## src/hbp_map.vh

```
// constants for the host bus port and strap configuration block
// assumes a 20 MHz clock and an asynchronous active-low reset
//
// How it works
// network test strap: 0000 internal, 0001 external crystal, 0010 external oscillator, else test.
// speed strap 000 all abilities, 001 only 100M, 010 only 10M; 011 reserved.
// speed strap 100..111 forces 100 full, 100 half, 10 full, 10 half.
// speed strap captured at reset release, later pin changes ignored.
// host holds reset low at least 2 us; no power-on reset inside. The bench holds it 5 cycles (250 ns).
// host waits at least 10 ms after reset release before accessing. The bench waits 4 cycles (200 ns).
// bus-width strap high selects 16-bit data bus, low selects 8-bit.
// bus-width strap copied into mode register bit 15 at reset.
// bus-width strap changes after reset are ignored until next reset.
// in 16-bit mode the address lsb is ignored.
// in 8-bit mode upper data byte is never driven.
// chip select high releases all sixteen data lines.
// write strobe stores data at the address, timed by mode bits 13..11.
// read strobe with chip select drives addressed register contents.
// interrupt output goes low on any enabled pending event.
// host clears pending bits; interrupt output then returns high.
// each buffer-ready pin has socket, memory type and depth settings.
// buffer-ready pin asserts at its polarity when size reaches depth.
// host uses one strobe per access with stable address.
`ifndef HBP_MAP_VH
`define HBP_MAP_VH

// register word indexes (address bits 9..1 on the 16-bit bus, 9..2 on the 8-bit bus)
`define HBP_IDX_MODE     9'h000
`define HBP_IDX_IPEND    9'h001
`define HBP_IDX_IMASK    9'h002
`define HBP_IDX_SIPEND   9'h003
`define HBP_IDX_SIMASK   9'h004
`define HBP_IDX_BRCFG0   9'h010
`define HBP_IDX_BRDEP0   9'h014
`define HBP_IDX_SIZE0    9'h020

// mode register fields
`define HBP_MODE_BW      15
`define HBP_MODE_WFT_HI  13
`define HBP_MODE_WFT_LO  11
`define HBP_MODE_RST     16'h0000

// buffer-ready config fields
`define HBP_BRC_POL      7
`define HBP_BRC_RXMEM    6
`define HBP_BRC_SOCK_HI  2

// network test strap codes
`define HBP_NET_INT      4'h0
`define HBP_NET_XTAL     4'h1
`define HBP_NET_OSC      4'h2

// timing for host side, in ns
`define HBP_RST_HOLD_NS  2000
`define HBP_SETTLE_NS    10000000
`define HBP_CLK_NS       50

`endif

```

## src/hbp_port.v

```verilog
// host bus port with strap capture, mode, interrupt and buffer-ready logic
// assumes host pins are synchronous to clock and a tri-state pad is outside
`timescale 1ns/100ps
`default_nettype none
`include "hbp_map.vh"

module hbp_port
(
    // clock and reset
    input  wire        clock,
    input  wire        rstn,
    // straps
    input  wire [3:0]  net_test_strap,
    input  wire [2:0]  phy_speed_duplex_strap,
    input  wire        bus_width_strap,
    // host bus
    input  wire        cs_n,
    input  wire        rd_n,
    input  wire        wr_n,
    input  wire [9:0]  addr,
    input  wire [15:0] data_in,
    output reg  [15:0] data_out,
    output reg  [1:0]  data_oe,
    output reg         int_n,
    // events and buffer sizes from the core
    input  wire [4:0]  event_in,
    input  wire [63:0] tx_free_size,
    input  wire [63:0] rx_recv_size,
    output reg  [3:0]  buffer_ready_pins,
    // decoded configuration
    output reg         phy_internal,
    output reg         phy_ext_xtal,
    output reg         phy_ext_osc,
    output reg         phy_factory_test,
    output reg         phy_autoneg,
    output reg  [3:0]  phy_abilities,
    output reg         bus16
);

    // captured straps and registers
    reg [2:0]  speed_q;
    reg [3:0]  net_q;
    reg        bw_q;
    reg        cap_q;
    reg [15:0] mode_q;
    reg [4:0]  ipend_q;
    reg [4:0]  imask_q;
    reg [3:0]  sipend_q;
    reg [3:0]  simask_q;
    reg [7:0]  brcfg_q [0:3];
    reg [15:0] brdep_q [0:3];
    reg        wr_d1_q;
    reg [3:0]  wr_cnt_q;
    reg [8:0]  waddr_q;
    reg [15:0] wdata_q;
    reg        wpend_q;
    reg [15:0] rdata_d;
    reg [4:0]  ipend_d;

    // word index: 16-bit mode drops address lsb
    wire [8:0] idx = bw_q ? addr[9:1] : {1'b0, addr[9:2]};
    wire       hi8 = ~bw_q & addr[0];
    wire       wr_act = ~cs_n & ~wr_n;
    wire       wr_start = wr_act & ~wr_d1_q;
    wire [2:0] wft = mode_q[`HBP_MODE_WFT_HI:`HBP_MODE_WFT_LO];
    wire       wr_fire = wpend_q & (wr_cnt_q >= {1'b0, wft});
    wire [4:0] ev = {event_in[4:1], event_in[0] | (|(sipend_q & simask_q))};

    // strap capture one edge after reset release
    always @(posedge clock or negedge rstn)
    begin
        if (!rstn)
        begin
            cap_q   <= 1'b0;
            speed_q <= 3'h0;
            net_q   <= 4'h0;
            bw_q    <= 1'b1;
        end
        else if (!cap_q)
        begin
            cap_q   <= 1'b1;
            speed_q <= phy_speed_duplex_strap;
            net_q   <= net_test_strap;
            bw_q    <= bus_width_strap;
        end
    end

    // write capture: delay set by fetch timing field
    always @(posedge clock or negedge rstn)
    begin
        if (!rstn)
        begin
            wr_d1_q  <= 1'b0;
            wr_cnt_q <= 4'h0;
            wpend_q  <= 1'b0;
            waddr_q  <= 9'h000;
            wdata_q  <= 16'h0000;
        end
        else
        begin
            wr_d1_q <= wr_act;
            if (wr_start)
            begin
                wpend_q  <= 1'b1;
                wr_cnt_q <= 4'h0;
                waddr_q  <= idx;
            end
            else if (wr_fire)
                wpend_q <= 1'b0;
            else if (wpend_q)
                wr_cnt_q <= wr_cnt_q + 4'h1;
            // narrow bus: each byte write lands in its own lane only
            if (wr_act)
            begin
                if (bw_q)
                    wdata_q <= data_in;
                else if (hi8)
                    wdata_q[15:8] <= data_in[7:0];
                else
                    wdata_q[7:0] <= data_in[7:0];
            end
        end
    end

    // pending bits: hardware set wins over host clear
    always @*
    begin
        ipend_d = ipend_q;
        if (wr_fire && waddr_q == `HBP_IDX_IPEND)
            ipend_d = ipend_q & ~wdata_q[4:0];
        ipend_d = ipend_d | ev;
    end

    // register file
    always @(posedge clock or negedge rstn)
    begin
        if (!rstn)
        begin
            mode_q   <= `HBP_MODE_RST;
            ipend_q  <= 5'h00;
            imask_q  <= 5'h00;
            sipend_q <= 4'h0;
            simask_q <= 4'h0;
        end
        else
        begin
            ipend_q  <= ipend_d;
            sipend_q <= sipend_q | event_in[3:0];
            if (!cap_q)
                mode_q[`HBP_MODE_BW] <= bus_width_strap;
            if (wr_fire)
            begin
                case (waddr_q)
                    `HBP_IDX_MODE:   mode_q[14:0] <= wdata_q[14:0];
                    `HBP_IDX_IMASK:  imask_q <= wdata_q[4:0];
                    `HBP_IDX_SIPEND: sipend_q <= (sipend_q & ~wdata_q[3:0]) | event_in[3:0];
                    `HBP_IDX_SIMASK: simask_q <= wdata_q[3:0];
                    default:         mode_q <= mode_q;
                endcase
            end
        end
    end

    // per-pin buffer-ready config, depth and comparison
    genvar g;
    generate
        for (g = 0; g < 4; g = g + 1)
        begin : g_buffer_ready_pins
            wire [1:0]  sk   = brcfg_q[g][1:0];
            wire [15:0] tsz  = tx_free_size[sk*16 +: 16];
            wire [15:0] rsz  = rx_recv_size[sk*16 +: 16];
            wire [15:0] sz   = brcfg_q[g][`HBP_BRC_RXMEM] ? rsz : tsz;
            wire        hit  = sz >= brdep_q[g];
            always @(posedge clock or negedge rstn)
            begin
                if (!rstn)
                begin
                    brcfg_q[g] <= 8'h00;
                    brdep_q[g] <= 16'hffff;
                    buffer_ready_pins[g] <= 1'b0;
                end
                else
                begin
                    if (wr_fire && waddr_q == `HBP_IDX_BRCFG0 + g)
                        brcfg_q[g] <= wdata_q[7:0];
                    if (wr_fire && waddr_q == `HBP_IDX_BRDEP0 + g)
                        brdep_q[g] <= wdata_q;
                    buffer_ready_pins[g] <= hit ^ ~brcfg_q[g][`HBP_BRC_POL];
                end
            end
        end
    endgenerate

    // read mux
    always @*
    begin
        case (idx)
            `HBP_IDX_MODE:   rdata_d = mode_q;
            `HBP_IDX_IPEND:  rdata_d = {11'h000, ipend_q};
            `HBP_IDX_IMASK:  rdata_d = {11'h000, imask_q};
            `HBP_IDX_SIPEND: rdata_d = {12'h000, sipend_q};
            `HBP_IDX_SIMASK: rdata_d = {12'h000, simask_q};
            `HBP_IDX_BRCFG0:     rdata_d = {8'h00, brcfg_q[0]};
            `HBP_IDX_BRCFG0 + 1: rdata_d = {8'h00, brcfg_q[1]};
            `HBP_IDX_BRCFG0 + 2: rdata_d = {8'h00, brcfg_q[2]};
            `HBP_IDX_BRCFG0 + 3: rdata_d = {8'h00, brcfg_q[3]};
            `HBP_IDX_BRDEP0:     rdata_d = brdep_q[0];
            `HBP_IDX_BRDEP0 + 1: rdata_d = brdep_q[1];
            `HBP_IDX_BRDEP0 + 2: rdata_d = brdep_q[2];
            `HBP_IDX_BRDEP0 + 3: rdata_d = brdep_q[3];
            default:         rdata_d = 16'h0000;
        endcase
        if (hi8)
            rdata_d = {8'h00, rdata_d[15:8]};
    end

    // outputs: data drive, interrupt, captured width
    always @(posedge clock or negedge rstn)
    begin
        if (!rstn)
        begin
            data_out <= 16'h0000;
            data_oe  <= 2'b00;
            int_n    <= 1'b1;
            bus16    <= 1'b1;
        end
        else
        begin
            // lanes follow the strobe one edge late, upper lane only when wide
            data_out   <= rdata_d;
            data_oe[0] <= ~cs_n & ~rd_n;
            data_oe[1] <= ~cs_n & ~rd_n & bw_q;
            int_n      <= ~|(ipend_q & imask_q);
            bus16      <= bw_q;
        end
    end

    // strap decode: network selection and transceiver abilities
    always @(posedge clock or negedge rstn)
    begin
        if (!rstn)
        begin
            phy_internal     <= 1'b0;
            phy_ext_xtal     <= 1'b0;
            phy_ext_osc      <= 1'b0;
            phy_factory_test <= 1'b0;
            phy_autoneg      <= 1'b0;
            phy_abilities    <= 4'h0;
        end
        else
        begin
            phy_internal     <= net_q == `HBP_NET_INT;
            phy_ext_xtal     <= net_q == `HBP_NET_XTAL;
            phy_ext_osc      <= net_q == `HBP_NET_OSC;
            phy_factory_test <= net_q > `HBP_NET_OSC;
            // abilities: {100fd,100hd,10fd,10hd}; reserved code gives none
            case (speed_q)
                3'h0:
                begin
                    phy_autoneg   <= 1'b1;
                    phy_abilities <= 4'hf;
                end
                3'h1:
                begin
                    phy_autoneg   <= 1'b1;
                    phy_abilities <= 4'hc;
                end
                3'h2:
                begin
                    phy_autoneg   <= 1'b1;
                    phy_abilities <= 4'h3;
                end
                3'h4:
                begin
                    phy_autoneg   <= 1'b0;
                    phy_abilities <= 4'h8;
                end
                3'h5:
                begin
                    phy_autoneg   <= 1'b0;
                    phy_abilities <= 4'h4;
                end
                3'h6:
                begin
                    phy_autoneg   <= 1'b0;
                    phy_abilities <= 4'h2;
                end
                3'h7:
                begin
                    phy_autoneg   <= 1'b0;
                    phy_abilities <= 4'h1;
                end
                default:
                begin
                    phy_autoneg   <= 1'b0;
                    phy_abilities <= 4'h0;
                end
            endcase
        end
    end

endmodule
`default_nettype wire

```

## config.mk

```make
export PLATFORM = sky130hd
export DESIGN_NAME = hbp_port
export DESIGN_NICKNAME = d
export VERILOG_FILES = /design/src/hbp_port.v
export VERILOG_INCLUDE_DIRS = /design/src /design/src/src
export SDC_FILE = /design/constraint.sdc
export NUM_CORES = 1
export LEC_CHECK = 0
export BUFFER_PORTS_ARGS = -buffer_cell sky130_fd_sc_hd__buf_2
export CORE_ASPECT_RATIO = 0.5
export CORE_UTILIZATION = 33
export CTS_BUF_LIST = sky130_fd_sc_hd__clkbuf_16
export CTS_CLUSTER_DIAMETER = 30
export DETAILED_ROUTE_END_ITERATION = 10
export PLACE_DENSITY = 0.56
export SYNTH_ARGS = -nofsm -noshare
export SYNTH_HDL_FRONTEND = slang
export SYNTH_SLANG_ARGS = --single-unit
```

## constraint.sdc

```tcl
create_clock -name clock -period 9.3 [get_ports clock]
set_input_delay 0.465 -clock clock [delete_from_list [all_inputs] [get_ports clock]]
set_output_delay 0.465 -clock clock [all_outputs]
set_load 0.05 [all_outputs]
```

Yosys cells after proc, flatten, opt, wreduce, memory -nomap -nowiden
Index checks and enable logic that the tools add are counted.
Widths: inputs -> output; s select.
- flip-flop bits (word level): 203
- bits in latches: 0
- bits in writable memories: 0
- ROM bits: 0
- input bits: 172
- output and inout bits: 33
- word-level logic and storage cells: 168
- memories kept: 0
- add/subtract/negate cells: 1
- multipliers: 0
- divide/modulo/power cells: 0
- $lt $le $gt $ge: 6
- eq/ne operators: 35
- shift operators: 8
- multiplexer cells: 24
- bitwise logic cells: 29
- reduce and logical (&&, ||, !) cells: 27
- operator list (cell ; number):
    $shiftx 64x7->16 ; 8
    $pmux 16 s13 ; 1
    $eq 9x5->1 const B ; 16
    $mux 16 ; 7
    $ge 16x16->1 ; 4
    $eq 9x2->1 const B ; 4
    $pmux 4 s7 ; 1
    $mux 4 ; 5
    $eq 9x1->1 const B ; 2
    $eq 9x3->1 const B ; 2
    $logic_not 9->1 ; 2
    $mux 8 ; 2
    $mux 15 ; 1
    $eq 3x3->1 const B ; 4
    $reduce_and 2->1 ; 6
    $and 5x5->5 ; 2
    $logic_and 1x1->1 ; 9
    $mux 9 ; 1
    $not 1->1 ; 9
    $and 4x4->4 ; 2
    $or 4x4->4 ; 2
    $reduce_or 4->1 ; 2
    $and 1x1->1 ; 6
    $ne 2x2->1 const B ; 3
    20 further kinds ; 29

Longest topological paths before layout
- word-level depth: 5
- gate-level depth with buffers: 11
- depth with buffers taken out: 9

Worst setup path after synthesis
OpenSTA, ideal clock, no wires.
- path type: flip-flop to flip-flop
- start: reg brcfg_q[6] (netlist bit)
- end: reg buffer_ready_pins[3]
- library setup time: 79 ps
- arrival: 3397 ps
- data required time: 9221 ps
- path slack: 5823 ps
- cell stages (with the launch flop): 11
- buffers on the path: 2
- clock period less this slack: 3477 ps
- cells stage by stage: dfrtp_1 clkbuf_1 buf_1 mux4_2 mux2_2 ha_1 or4_1 o2111ai_1 o21ai_0 a311oi_1 xor2_1
- word-level cells in the longest chain between the ends: 3
- RTL lines (item ; RTL line ; text):
    start, declared ; hbp_port.v:50 ; reg [7:0] brcfg_q [0:3];
    start signal, assigned by index ; hbp_port.v:185 ; brcfg_q[g] <= wdata_q[7:0];
    $mux 16 ; hbp_port.v:172 ; wire [15:0] sz = brcfg_q[g][`HBP_BRC_RXMEM] ? rsz : tsz;
    $ge 16x16->1 ; hbp_port.v:173 ; wire hit = sz >= brdep_q[g];
    $xor 1x1->1 ; hbp_port.v:188 ; buffer_ready_pins[g] <= hit ^ ~brcfg_q[g][`HBP_BRC_POL];
    end signal, assigned by index ; hbp_port.v:188 ;
    end, declared ; hbp_port.v:29 ; output reg [3:0] buffer_ready_pins,
Every way passes these cells.
A chain may end at the register's enable or synchronous reset.

Final worst setup path
Same ends and word-level chain as after synthesis.

==> flow_metrics.tcl <==
set metrics [dict create \
    grt_pass1_wl_um 75980 \
    violations "design-rule violations" \
    area_growth_pct 19.54 \
    cts_root_buf "clkbuf_16" \
    tritoncts "built" \
    ant_nets 0 \
    overflow 0 \
    ys_types 73 \
    grt_setup_unrepaired "false" \
    cp-start-kind "flip-flop" \
    synthFlopType "dfrtp_1" \
    gp_congestion 0.8886 \
    cp_data_arrival_time_ns 4.14 \
    drt-total-wl_um 49370 \
    holdBufCountCts 0 \
    worstSkewPairLatency_ns 0.54 \
    power.density_nw_per_um2 159.4 \
    synth_area_um2 14820 \
    dp_hpwl_um 36750 \
    place_inst 1945 \
    drtPass1Iterations 10 \
    ctsResizeCount 0 \
    clk_pin_slew_ns 0.05 \
    async_flop_share_pct 100.0 \
    skew_ns 0.02124 \
    met1_usage_pct 30.90 \
    io_buffers 204 \
    fin_crit_sh_pct 39.77 \
    wl_per_cell_um 24.39 \
    synthTopCellsByArea "dfrtp_1 23%, mux4_2 19%, mux2_2 15%, dfstp_2 12%, ha_1 5.7%" \
    synth.largest_area_cell "dfrtp_1" \
    rows 54 \
    final.min_clock_period_ns 3.699 \
    max_freq_ghz 0.2704 \
    tns_ns 0 \
    remaining_drc_errors 6 \
    via_per_inst 5.739 \
    use_met3_pct 3.275 \
    vdd_ir_drop_max_uv 118.9 \
    required_ns 9.74 \
    grt_max_degree 96 \
    critPathKind "flip-flop to flip-flop" \
    slew_viol_final 0 \
    gr-usage-met2_pct 34.38 \
    leakage_uw 0.007022 \
    post_route_cells_drive_above_1_share_pct 49.37 \
    tightestPinTransition_ns 1.207 \
    end_kind "flip-flop" \
    ys_ff_latch 203 \
    yosysWarnings 0 \
    synth_top_area_share_pct 22.96 \
    instances_no_fill 2024 \
    cts_buffer_depth 3 \
    dieArea_um2 45810 \
    start_util_pct 33.75 \
    hold_class "input port to async pin" \
    grt.total_usage_pct 21.79 \
    cts_setup_buffers 0 \
    htree_levels 2 \
    synth_edf_count 0 \
    clock_sinks 203 \
    cts_buffers 41 \
    die_w_um 301.7 \
    antenna_found_initial 4 \
    ys_seq_area_share_pct 34.84 \
    max_cap_viol_count 0 \
    grt_pass1_vias 11910 \
    setup_viol 0 \
    synth_cells 1221 \
    drt_iter0_drc 1111 \
    fp.dieH_um 151.9 \
    finalHoldViolCount 0 \
    coreArea_um2 43920 \
    io_pins 205 \
    slew_headroom_pct 19.38 \
    status "finished, violations left" \
    syn_nets 1461 \
    postSynthAreaPerCell_um2 12.14 \
    cp_max_fo 18 \
    grt_busiest_layer "met2" \
    layout_common_cells "203 x buf_2, 192 x mux2_2, 132 x dfrtp_1" \
    layout_commonest_cell "buf_2" \
    nets 1640 \
    via_count 11620 \
]
-- sequential cells by signal (all words and copies together) (netlist names), 2 cells and up --
signal             count
net_q                  4
mode_q                16
brdep_q               64
sipend_q               4
data_oe                2
buffer_ready_pins      4
simask_q               4
wdata_q               16
waddr_q                9
brcfg_q               32
wr_cnt_q               4
imask_q                5
ipend_q                5
data_out              16
speed_q                3
phy_abilities          4
-- report_power, final --
group / total [uW] / internal, uW / switching [uW]
combinational: 413 / 181 / 233
sequential: 1030 / 938 / 90.9
clock: 1380 / 890 / 491
total: 2820 / 2010 / 815
-- per-layer routing --
metal / up-vias / share of wire [%]
met4: 0 / 2.6
met5: - / 0
met2: 406 / 46
met3: 76 / 6.6
li1: 5141 / -
met1: 5992 / 44
-- layout make-up --
class / count / area [um2]
clock inverters: 34 / 285.3
multi-input cells: 853 / 9014
inverters: 75 / 281.5
well taps: 588 / 735.7
flip-flops and latches: 203 / 5169
clock buffers: 41 / 1026
repair buffers: 226 / 1195
fillers: 4222 / 26200
diodes: 4 / 10.01
-- final timing paths --
kind                            slack (ns)       start  cells past startpoint                   end
min in group clock                    0.09        rd_n                      2            data_oe[0]
worst max-delay path                  5.60  brcfg_q[6]                      9  buffer_ready_pins[3]
max in group asynchronous             7.91        rstn                      2  buffer_ready_pins[0]
worst min-delay path                  0.01        rstn                      1      phy_abilities[0]
worst max register to register        5.60  brcfg_q[6]                      9  buffer_ready_pins[3]
worst min register to register        0.42        bw_q                      0                 bus16
-- cells in the mapped netlist, types with 29 or more instances --
cell	number
mux4_2	128
dfrtp_1	136
inv_1	74
nand2_1	51
a21oi_1	50
mux2_2	192
clkbuf_1	56
nor2_1	38
ha_1	68
dfstp_2	67
mux2i_1	34
o21ai_0	29
-- logic make-up (layout without fill, tap and decap cells) --
| logic type | count (synthesis) | in the layout | share of synthesized area, % |
|---|---|---|---|
| AO/OA/AOI/OAI | 219 | 219 | 10.25 |
| multiplexers | 364 | 364 | 37.32 |
| adder cells (fa/ha/maj) | 68 | 68 | 5.741 |
| AND/OR/NAND/NOR | 195 | 195 | 7.024 |
| other | 1 | 5 | 0.02530 |
| buffers and inverters | 165 | 376 | 4.441 |
| XOR/XNOR | 6 | 6 | 0.3546 |
| flip-flops | 203 | 203 | 34.84 |
-- per-stage QoR --
stage          hold WS (ns)  total power [uW]  worst slack (ns)  area [um2]  utilization, %
3_3_place_gp         0.4070              1449             5.634       16390           37.33
5_1_grt             0.06055              2931             5.368       17710           40.33
3_5_place_dp         0.4183              1452             5.537       16390           37.33
4_1_cts             0.03931              2844             5.532       17710           40.32
6_report            0.01020              2823             5.601       17720           40.34
2_1_floorplan        0.1694              1256             5.823       14820               -
-- critical path: stages, from the launching register on --
cell	delay (ns)
dfrtp_2	0.75
buf_4	0.45
mux4_2	0.55
mux2_2	0.28
ha_1	0.26
or4_1	0.52
o2111ai_1	0.11
o21ai_0	0.18
a311oi_1	0.35
xor2_1	0.17
Note: power is estimated with default switching activity, not from simulation.
